--- src/msad_pkg.sv ---
package msad_pkg;
    localparam int DATA_W = 16;
    localparam int ADDR_W = 16;
    localparam int PC_W = 24;
    localparam int INSN_W = 24;
    localparam logic [23:0] RESET_PC = 24'h000000;
    localparam logic [23:0] RESET_TARGET_ADDR = 24'h000002;
    localparam logic [23:0] PRI_IVT_BASE = 24'h000004;
    localparam logic [23:0] ALT_IVT_BASE = 24'h000100;
    localparam logic [23:0] ALT_IVT_END = 24'h0001ff;
    localparam logic [23:0] USER_PROG_TOP = 24'h7fffff;
    localparam logic [23:0] PC_STEP = 24'h000002;
    localparam int TABLE_PAGE_SEL_BIT = 7;
    localparam logic [15:0] SFR_END = 16'h07ff;
    localparam logic [15:0] NEAR_END = 16'h1fff;
    localparam logic [15:0] RAM_END = 16'h77ff;
    localparam int RAM_WORDS = 64;
    localparam int RAM_IDX_W = 6;
    localparam int SFR_WORDS = 16;
    localparam int SFR_IDX_W = 4;
    localparam logic [15:0] RAM_BASE = 16'h0800;
    localparam logic [15:0] SFR_IMPL_END = 16'h001f;
    localparam logic [15:0] PTR_BYTE_STEP = 16'h0001;
    localparam logic [15:0] PTR_WORD_STEP = 16'h0002;
    typedef enum logic [1:0] {MSAD_EXT_NONE, MSAD_EXT_SIGN, MSAD_EXT_ZERO}
        msad_ext_t;
endpackage : msad_pkg

--- src/msad_decode.sv ---
`timescale 1ns/1ps
module msad_decode (
    input wire logic REF_CLK_I,
    input wire logic RESET_I,
    input wire logic PC_STEP_I,
    input wire logic PC_DOWN_I,
    input wire logic PC_LOAD_I,
    input wire logic [23:0] PC_LOAD_ADDR_I,
    input wire logic VECTOR_I,
    input wire logic VECTOR_ALT_I,
    input wire logic [6:0] VECTOR_NUM_I,
    output logic [23:0] PC_O,
    input wire logic [15:0] PROG_WORD_ADDR_I,
    input wire logic [15:0] PROG_WORD_DATA_I,
    output logic [15:0] PROG_WORD_DATA_O,
    input wire logic [23:0] TABLE_ADDR_I,
    input wire logic [7:0] TABLE_PAGE_I,
    output logic TABLE_ALLOWED_O,
    input wire logic RD_EN_I,
    input wire logic RD_BYTE_I,
    input wire logic RD_DIRECT_NEAR_I,
    input wire logic [12:0] RD_NEAR_ADDR_I,
    input wire logic [15:0] RD_ADDR_I,
    output logic [15:0] RD_DATA_O,
    output logic RD_PSV_O,
    output logic RD_SFR_O,
    input wire logic WR_EN_I,
    input wire logic WR_BYTE_I,
    input wire logic [15:0] WR_ADDR_I,
    input wire logic [15:0] WR_DATA_I,
    input wire logic PTR_INC_I,
    input wire logic PTR_BYTE_I,
    input wire logic [15:0] PTR_I,
    output logic [15:0] PTR_NEXT_O,
    input wire logic [3:0] WREG_SEL_I,
    input wire logic [1:0] EXT_OP_I,
    output logic ADDR_ERROR_TRAP_O,
    output logic WR_SUPPRESSED_O
);
    // ************************************************************
    // decode functions
    // ************************************************************
    function automatic logic in_psv(input logic [15:0] addr);
        in_psv = addr[15];
    endfunction : in_psv

    function automatic logic is_ram(input logic [15:0] addr);
        is_ram = !in_psv(addr) && (addr >= msad_pkg::RAM_BASE)
            && (addr < msad_pkg::RAM_BASE + 16'(2 * msad_pkg::RAM_WORDS))
            && (addr <= msad_pkg::RAM_END);
    endfunction : is_ram

    // only the first sixteen words of the special area are backed
    function automatic logic is_sfr(input logic [15:0] addr);
        is_sfr = (addr <= msad_pkg::SFR_IMPL_END);
    endfunction : is_sfr

    function automatic logic in_sfr_area(input logic [15:0] addr);
        in_sfr_area = (addr <= msad_pkg::SFR_END);
    endfunction : in_sfr_area

    function automatic logic [1:0] lane_strobe(input logic [15:0] addr,
        input logic byte_op);
        if (!byte_op)
            lane_strobe = 2'h3;
        else
            lane_strobe = addr[0] ? 2'h2 : 2'h1;
    endfunction : lane_strobe

    // ************************************************************
    // program counter
    // ************************************************************
    logic [23:0] pc_ff;
    logic [23:0] nxt_pc;
    logic [23:0] vec_base;
    logic [23:0] vec_target;
    // no range check: a large source number runs past the primary table into the alternate one
    assign vec_base = VECTOR_ALT_I ? msad_pkg::ALT_IVT_BASE
        : msad_pkg::PRI_IVT_BASE;
    assign vec_target = vec_base + {16'h0000, VECTOR_NUM_I, 1'b0};
    // vector wins over load, load over step
    always_comb
    begin
        nxt_pc = pc_ff;
        if (VECTOR_I)
            nxt_pc = vec_target;
        else if (PC_LOAD_I)
            nxt_pc = {PC_LOAD_ADDR_I[23:1], 1'b0};
        else if (PC_STEP_I)
            nxt_pc = PC_DOWN_I ? pc_ff - msad_pkg::PC_STEP
                : pc_ff + msad_pkg::PC_STEP;
    end
    always_ff @(posedge REF_CLK_I)
    begin
        if (RESET_I)
            pc_ff <= msad_pkg::RESET_PC;
        else
            pc_ff <= nxt_pc;
    end
    assign PC_O = pc_ff;

    // ************************************************************
    // program word layout and table access
    // ************************************************************
    // odd word holds upper instruction byte; its top byte is absent
    logic [15:0] prog_word_ff;
    always_ff @(posedge REF_CLK_I)
    begin
        if (RESET_I)
            prog_word_ff <= 16'h0000;
        else if (PROG_WORD_ADDR_I[0])
            prog_word_ff <= {8'h00, PROG_WORD_DATA_I[7:0]};
        else
            prog_word_ff <= PROG_WORD_DATA_I;
    end
    assign PROG_WORD_DATA_O = prog_word_ff;
    // upper half only through a table page with its top bit set
    assign TABLE_ALLOWED_O = (TABLE_ADDR_I <= msad_pkg::USER_PROG_TOP)
        || TABLE_PAGE_I[msad_pkg::TABLE_PAGE_SEL_BIT];

    // ************************************************************
    // write path, own address generator
    // ************************************************************
    logic wr_odd_word;
    logic wr_go;
    logic wr_in_sfr;
    logic wr_in_ram;
    logic [1:0] wr_lanes;
    logic [15:0] wr_ram_off;
    logic [15:0] wr_val;
    assign wr_odd_word = WR_EN_I && !WR_BYTE_I && WR_ADDR_I[0];
    assign wr_go = WR_EN_I && !wr_odd_word;
    // region decoded once here, not again in every storage word
    assign wr_in_sfr = wr_go && is_sfr(WR_ADDR_I);
    assign wr_in_ram = wr_go && is_ram(WR_ADDR_I);
    assign wr_lanes = lane_strobe(WR_ADDR_I, WR_BYTE_I);
    assign wr_ram_off = WR_ADDR_I - msad_pkg::RAM_BASE;
    // byte data arrives on the low lane and is steered to its side
    assign wr_val = WR_BYTE_I ? {WR_DATA_I[7:0], WR_DATA_I[7:0]}
        : WR_DATA_I;

    // ************************************************************
    // storage: special registers and data ram, two byte lanes
    // ************************************************************
    logic [15:0] sfr_ff [msad_pkg::SFR_WORDS];
    logic [15:0] ram_ff [msad_pkg::RAM_WORDS];

    // working registers share the sfr array; ext ops act on one of them
    logic [15:0] ext_src;
    assign ext_src = sfr_ff[WREG_SEL_I];

    genvar gi;
    generate
        for (gi = 0; gi < msad_pkg::SFR_WORDS; gi++)
        begin : g_sfr
            always_ff @(posedge REF_CLK_I)
            begin
                if (RESET_I)
                    sfr_ff[gi] <= 16'h0000;
                else if (EXT_OP_I == msad_pkg::MSAD_EXT_SIGN
                    && WREG_SEL_I == 4'(gi))
                    sfr_ff[gi] <= {{8{ext_src[7]}}, ext_src[7:0]};
                else if (EXT_OP_I == msad_pkg::MSAD_EXT_ZERO
                    && WREG_SEL_I == 4'(gi))
                    sfr_ff[gi] <= {8'h00, ext_src[7:0]};
                else if (wr_in_sfr && WR_ADDR_I[4:1] == 4'(gi))
                begin
                    if (wr_lanes[0])
                        sfr_ff[gi][7:0] <= wr_val[7:0];
                    if (wr_lanes[1])
                        sfr_ff[gi][15:8] <= wr_val[15:8];
                end
            end
        end
        for (gi = 0; gi < msad_pkg::RAM_WORDS; gi++)
        begin : g_ram
            always_ff @(posedge REF_CLK_I)
            begin
                if (RESET_I)
                    ram_ff[gi] <= 16'h0000;
                else if (wr_in_ram && wr_ram_off[6:1] == 6'(gi))
                begin
                    if (wr_lanes[0])
                        ram_ff[gi][7:0] <= wr_val[7:0];
                    if (wr_lanes[1])
                        ram_ff[gi][15:8] <= wr_val[15:8];
                end
            end
        end
    endgenerate

    // ************************************************************
    // read path, own address generator
    // ************************************************************
    logic [15:0] rd_addr;
    logic [15:0] rd_ram_off;
    logic [15:0] rd_word;
    logic [7:0] rd_byte;
    logic rd_odd_word;
    assign rd_addr = RD_DIRECT_NEAR_I ? {3'h0, RD_NEAR_ADDR_I}
        : RD_ADDR_I;
    assign rd_ram_off = rd_addr - msad_pkg::RAM_BASE;
    assign rd_odd_word = RD_EN_I && !RD_BYTE_I && rd_addr[0];
    // a word written in this same cycle is read back with its old value
    always_comb
    begin
        rd_word = 16'h0000;
        // visibility window lives outside this block; here it reads zero
        if (in_psv(rd_addr))
            rd_word = 16'h0000;
        else if (is_sfr(rd_addr))
            rd_word = sfr_ff[rd_addr[4:1]];
        else if (is_ram(rd_addr))
            rd_word = ram_ff[rd_ram_off[6:1]];
    end
    assign rd_byte = rd_addr[0] ? rd_word[15:8] : rd_word[7:0];

    logic [15:0] rd_data_ff;
    logic rd_psv_ff;
    logic rd_sfr_ff;
    always_ff @(posedge REF_CLK_I)
    begin
        if (RESET_I)
        begin
            rd_data_ff <= 16'h0000;
            rd_psv_ff <= 1'b0;
            rd_sfr_ff <= 1'b0;
        end
        else if (RD_EN_I)
        begin
            // misaligned read still completes, returning the aligned word
            if (RD_BYTE_I)
                rd_data_ff <= {8'h00, rd_byte};
            else
                rd_data_ff <= rd_word;
            rd_psv_ff <= in_psv(rd_addr);
            rd_sfr_ff <= in_sfr_area(rd_addr);
        end
    end
    assign RD_DATA_O = rd_data_ff;
    assign RD_PSV_O = rd_psv_ff;
    assign RD_SFR_O = rd_sfr_ff;

    // ************************************************************
    // pointer scaling and address error trap
    // ************************************************************
    // registered, so the core sees the stepped pointer a cycle later
    logic [15:0] ptr_ff;
    always_ff @(posedge REF_CLK_I)
    begin
        if (RESET_I)
            ptr_ff <= 16'h0000;
        else if (PTR_INC_I)
            ptr_ff <= PTR_I + (PTR_BYTE_I ? msad_pkg::PTR_BYTE_STEP
                : msad_pkg::PTR_WORD_STEP);
        else
            ptr_ff <= PTR_I;
    end
    assign PTR_NEXT_O = ptr_ff;

    // one-cycle pulse; the core takes the trap once the instruction ends
    logic trap_ff;
    logic wr_supp_ff;
    always_ff @(posedge REF_CLK_I)
    begin
        if (RESET_I)
        begin
            trap_ff <= 1'b0;
            wr_supp_ff <= 1'b0;
        end
        else
        begin
            trap_ff <= rd_odd_word || wr_odd_word;
            wr_supp_ff <= wr_odd_word;
        end
    end
    assign ADDR_ERROR_TRAP_O = trap_ff;
    assign WR_SUPPRESSED_O = wr_supp_ff;
endmodule : msad_decode

--- config.mk ---
export PLATFORM = sky130hd
export DESIGN_NAME = msad_decode
export DESIGN_NICKNAME = d
export VERILOG_FILES = /design/src/msad_pkg.sv /design/src/msad_decode.sv
export SDC_FILE = /design/constraint.sdc
export NUM_CORES = 2
export LEC_CHECK = 0
export BUFFER_PORTS_ARGS = -buffer_cell sky130_fd_sc_hd__buf_2
export CAP_MARGIN = 20
export CORE_UTILIZATION = 30
export DETAILED_ROUTE_END_ITERATION = 10
export REMOVE_ABC_BUFFERS = 1
export SETUP_SLACK_MARGIN = 0.02
export SKIP_CTS_REPAIR_TIMING = 1
export SLEW_MARGIN = 5
export SYNTH_ARGS = -nofsm -noshare
export SYNTH_HDL_FRONTEND = slang
export SYNTH_SLANG_ARGS = --single-unit
--- constraint.sdc ---
create_clock -name REF_CLK_I -period 3.25 [get_ports REF_CLK_I]
set_clock_uncertainty 0.15 [all_clocks]
set_input_delay 0.65 -clock REF_CLK_I [delete_from_list [all_inputs] [get_ports REF_CLK_I]]
set_output_delay 0.65 -clock REF_CLK_I [all_outputs]
set_load 0.01 [all_outputs]
=== Word-level counts from Yosys, hierarchy flattened ===
Memories as Yosys holds them, arrays and structs flattened.
Index checks and enable logic that the tools add are counted.

* Bits of input ports: 192
* ROM bits: 0
* Bits in registers: 76
* Output and inout bits: 77
* Memories kept: 2
* Bits in latches: 0
* Bits in writable memories: 1280
* Logic and storage cells: 1319

{| class="wikitable"
|+ Memory list
! memory !! words !! width !! rd ports !! clocked after memory_dff !! write ports !! RTL line !! RTL
|-
| ram_ff || 64 || 16 || 1 || 0 || 64 || msad_decode.sv:146 || <nowiki>logic [15:0] ram_ff [msad_pkg::RAM_WORDS];</nowiki>
|-
| sfr_ff || 16 || 16 || 2 || 0 || 16 || msad_decode.sv:145 || <nowiki>logic [15:0] sfr_ff [msad_pkg::SFR_WORDS];</nowiki>
|}

* Multiply operators: 0
* Shift operators: 0
* Order comparisons: 10
* Equal/unequal tests: 95
* Multiplexer cells: 868
* Bitwise gates (word level): 192
* Add/sub/neg operators: 6
* Divide/modulo/power cells: 0
* Reduce and logical (&&, ||, !) cells: 137

{| class="wikitable"
|+ Operator list
! cell !! count
|-
| $mux W8 || 161
|-
| $mux W1 || 660
|-
| $mux W16 || 39
|-
| $eq A6 B6 Y1 const B || 32
|-
| $or A1 B1 Y1 || 192
|-
| $logic_and A1 B1 Y1 || 125
|-
| $eq A6 B5 Y1 const B || 16
|-
| $mux W24 || 4
|-
| $eq A4 B4 Y1 const B || 16
|-
| $eq A6 B4 Y1 const B || 8
|-
| $eq A4 B3 Y1 const B || 8
|-
| $ge A16 B12 Y1 const B || 2
|-
| $le A16 B15 Y1 const B || 2
|-
| $le A16 B5 Y1 const B || 2
|-
| $lt A16 B12 Y1 const B || 2
|-
| $add A24 B2 Y24 const B || 1
|-
| $eq A6 B3 Y1 const B || 4
|-
| $le A24 B23 Y1 const B || 1
|-
| $sub A24 B2 Y24 const B || 1
|-
| $add A16 B2 Y16 || 1
|-
| $eq A4 B2 Y1 const B || 4
|-
| $le A16 B11 Y1 const B || 1
|-
| $sub A7 B1 Y7 const B || 2
|-
| $eq A6 B2 Y1 const B || 2
|-
| 13 further kinds || 22
|}

=== Logic depth before layout (Yosys ltp) ===
* Word-level depth: 13
* Mapped depth: 15
* Mapped depth without buffers: 10

=== Least setup slack after synthesis ===
No wires, ideal clock.

* Kind: in2reg
* Start point: input port WREG_SEL_I[0]
* End point: memory sfr_ff[0][6], data pin
* Path slack: -0.072 ns
* Cell stages on the path: 7
* Arrival: 2.916 ns
* Path through: buf_2 -> buf_2 -> buf_2 -> mux4_2 -> mux4_2 -> buf_1 -> a22o_1

{| class="wikitable"
|+ RTL lines
! item !! RTL line !! RTL
|-
| from (decl) || msad_decode.sv:35 || <nowiki>input wire logic [3:0] WREG_SEL_I,</nowiki>
|-
| to (decl) || msad_decode.sv:145 ||
|}

=== Worst setup path in the final report ===
* Start point: input port RD_DIRECT_NEAR_I
* End point: register rd_data_ff[2], in the netlist RD_DATA_O[2]

* Word-level cells in the longest chain between the ends: 10
* Elaborated cells on any way between the ends: 17

{| class="wikitable"
|+ RTL lines
! item !! RTL line !! RTL
|-
| from (decl) || msad_decode.sv:21 || <nowiki>input wire logic RD_DIRECT_NEAR_I,</nowiki>
|-
| $mux W16 (*) || msad_decode.sv:200 || <nowiki>assign rd_addr = RD_DIRECT_NEAR_I ? {3'h0, RD_NEAR_ADDR_I}</nowiki>
|-
| branches (longest 8 deep; another with $mem_v2 Z64 W16) || n/a ||
|-
| $mux W16 (*) || msad_decode.sv:232 || <nowiki>if (RD_BYTE_I)</nowiki>
|-
| to (signal assigned) || msad_decode.sv:233 || <nowiki>rd_data_ff <= {8'h00, rd_byte};</nowiki>
|-
| to (signal assigned) || msad_decode.sv:235 || <nowiki>rd_data_ff <= rd_word;</nowiki>
|-
| to (decl) || msad_decode.sv:218 || <nowiki>logic [15:0] rd_data_ff;</nowiki>
|}

Mark *: on every way between the ends.
A chain may end at the register's enable or synchronous reset.

==> metrics.csv <==
metric;value;unit
outcome;finished with violations;
violations;design-rule violations, negative hold slack, negative setup slack;
worstPathArrival;3910;ps
cts-root-buf;clkbuf_16;
die_w;465;µm
port-buffer-count;221;
muxShareOfSynthArea;0.113;
antenna_found_initial;21;
cpMaxStageDelayCell;o41ai_1;
required;3830;ps
fin_hold_ws;-14.4;ps
cts_tree;done;
dp_hpwl;157000;µm
ctsLongestPathBuffers;3;
gp_congestion;0.958;
pwr_density_cell;530;mW/mm²
power.share.sequential;0.474;
cp_slowest_stage_delay;1050;ps
cp.buffers_inverters;4;
routed_via_density;5.46;
ant_nets;0;
initial_core_util;0.302;
synth-edff-count;1280;
synth-simple-area-share;0.132;
peakVddDrop;0.445;mV
htree_levels;4;
yosys.cell_types.count;81;
syn_to_final_growth;25.0;%
drtIter0Drc;5756;
worstRegToRegCells;11;
synth-seq-cells;1355;
io_pins;269;
p_comb_frac;0.118;
power.switching;10.6;mW
fmax;0.300;GHz
ys_seq_area_frac;0.621;
cp_top_family;compound AO/OA/AOI/OAI gates;
swShare;0.249;
synth_compound_area_frac;0.0898;
tightest_slew;1210;ps
cts_inserted_buffers;150;
total_leakage_power;29.9;nW
synth_top_area_share;0.598;
synth.avg_cell_area;12.6;µm²
finish.net_count;6023;
maxSlewHeadroom;0.183;
crit_type;primary input to flop;
grt_use_total;0.201;
synth_area_leaders;edfxtp_1, mux4_2, nor2_1, and3_1, mux2i_1;
grt_pass1_vias;46727;
die_y;465;µm
dieArea;0.216;mm²
setup_ws;-78.9;ps
report.final.hold_viol_count;5;
fill_cells;20073;
ys_top_cells_by_count;edfxtp_1, nor2_1, nand2_1, clkbuf_1, and3_1;
synthAdderAreaFrac;0.00549;
synth_top_flop_cell;edfxtp_1;
grt_pass1_wl;321000;µm
std_cell_rows;169;
min_path_type;primary input to flop;
yosys_warnings;0;
cp_cell_sequence;buf_2, mux2_8, buf_12, buf_12, buf_12, mux4_2, a21oi_1, a31o_2, o41ai_1, o221a_1;
path_max_fanout;16;
p_int;32.0;mW
worst_setup_path_end_kind;flop;
rsz0062_at_grt;no;
synth_top_family_by_area;simple AND/OR/NAND/NOR gates;
cp.depth;10;
clk_pin_slew;60;ps
holdPathStages;3;
fin_crit_sh;1.02;
netlist_area;0.0643;mm²
setup_viol;1;
synth_xor_area_frac;0.00491;
wl_per_cell;25.3;µm
finalWirelength;222000;µm
worstSetupStartpointType;primary input;
grt_start_max_net_pins;74;
synth_top_area_cell;edfxtp_1;
synth_cells;5099;
clock_power_share;0.408;
async_reset_ff_frac;0;
core_area;0.213;mm²
clk_latency;810;ps
finalMaxSlewViolations;0;
grt_overflow;0;
pre_cts_slack;-847;ps
route.vias.total;47763;
yosysMostFrequentCell;edfxtp_1;
drcViolationCount;6;
period_needed;3330;ps
layout-drive-gt1-share;0.261;
clock-sinks;1355;
dr.pass1.iters;11;
fin_setup_tns;-78.9;ps
cap_violations;0;
cp_common_cell;buf_12;
## registers in the layout (all words and copies together) (netlist names)
signal	count
WR_SUPPRESSED_O	1
sfr_ff	256
ADDR_ERROR_TRAP_O	1
RD_SFR_O	1
RD_DATA_O	16
PTR_NEXT_O	16
RD_PSV_O	1
PROG_WORD_DATA_O	16
PC_O	23
ram_ff	1024
## kinds of logic after synthesis
kind of cell,Yosys count
other,1
adders and majority gates,27
AOI/OAI and AO/OA,856
and+or+nand+nor,1910
xor gates and xnor gates,36
muxes,422
DFF,1355
buffers and inverters,492
## worst paths after layout
kind,end,slack [ps],from
setup / recovery,RD_DATA_O[2],-80,RD_DIRECT_NEAR_I
setup reg to reg,PC_O[21],340,PC_O[1]
hold reg to reg,RD_DATA_O[4],360,RD_DATA_O[4]
hold / removal,PTR_NEXT_O[5],-10,PTR_I[5]
## layout by cell type (no fill, tap or decap), types with 134 or more instances in the layout
cell type	synthesis	final
a21oi_1	181	179
a22o_1	134	134
and3_1	282	282
buf_12	2	160
buf_2	36	220
buf_4	25	619
clkbuf_16	0	151
edfxtp_1	1280	1280
mux2i_1	170	159
mux4_2	241	241
nand2_1	449	440
nor2_1	899	888
o21ai_0	202	202
## power groups by stage
stage          clock (mW)  combinational (mW)  sequential [mW]
3_5_place_dp            0                4.94             20.5
6_report             17.4                5.04             20.2
2_1_floorplan           0                2.39             20.4
3_3_place_gp            0                4.90             20.5
5_1_grt              18.2                5.27             20.2
4_1_cts              17.6                4.96             20.2
## per-layer routing
layer  track usage  wire length [µm]
met3        0.0327             19000
met2         0.327            106000
met4        0.0990             11000
met1         0.258             85300
met5             0                13
## metrics by stage
step	area, µm²	total power, mW	utilization	cells
after CTS	80000	42.7	0.376	8716
after floorplan	62200	22.8	-	4625
after global routing	80300	43.7	0.378	8752
after detailed placement	75000	25.5	0.353	8448
final	80300	42.6	0.378	8753
after global placement	75000	25.4	0.353	8447
## layout make-up
class,instances,area (µm²),area share
repair buffers,1027,9230,0.115
clock inverters,92,1070,0.0133
clock buffers,176,3870,0.0482
multi-input cells,3252,22600,0.281
inverters,18,67.6,0.000841
flip-flops and latches,1355,39900,0.497
diodes,12,30.0,0.000374
well taps,2821,3530,0.0439
## worst min-delay path: stages
cell    delay [ps]
buf_2           90
xor2_1          70
nor2_1          70
(Power assumes the default switching activity.)
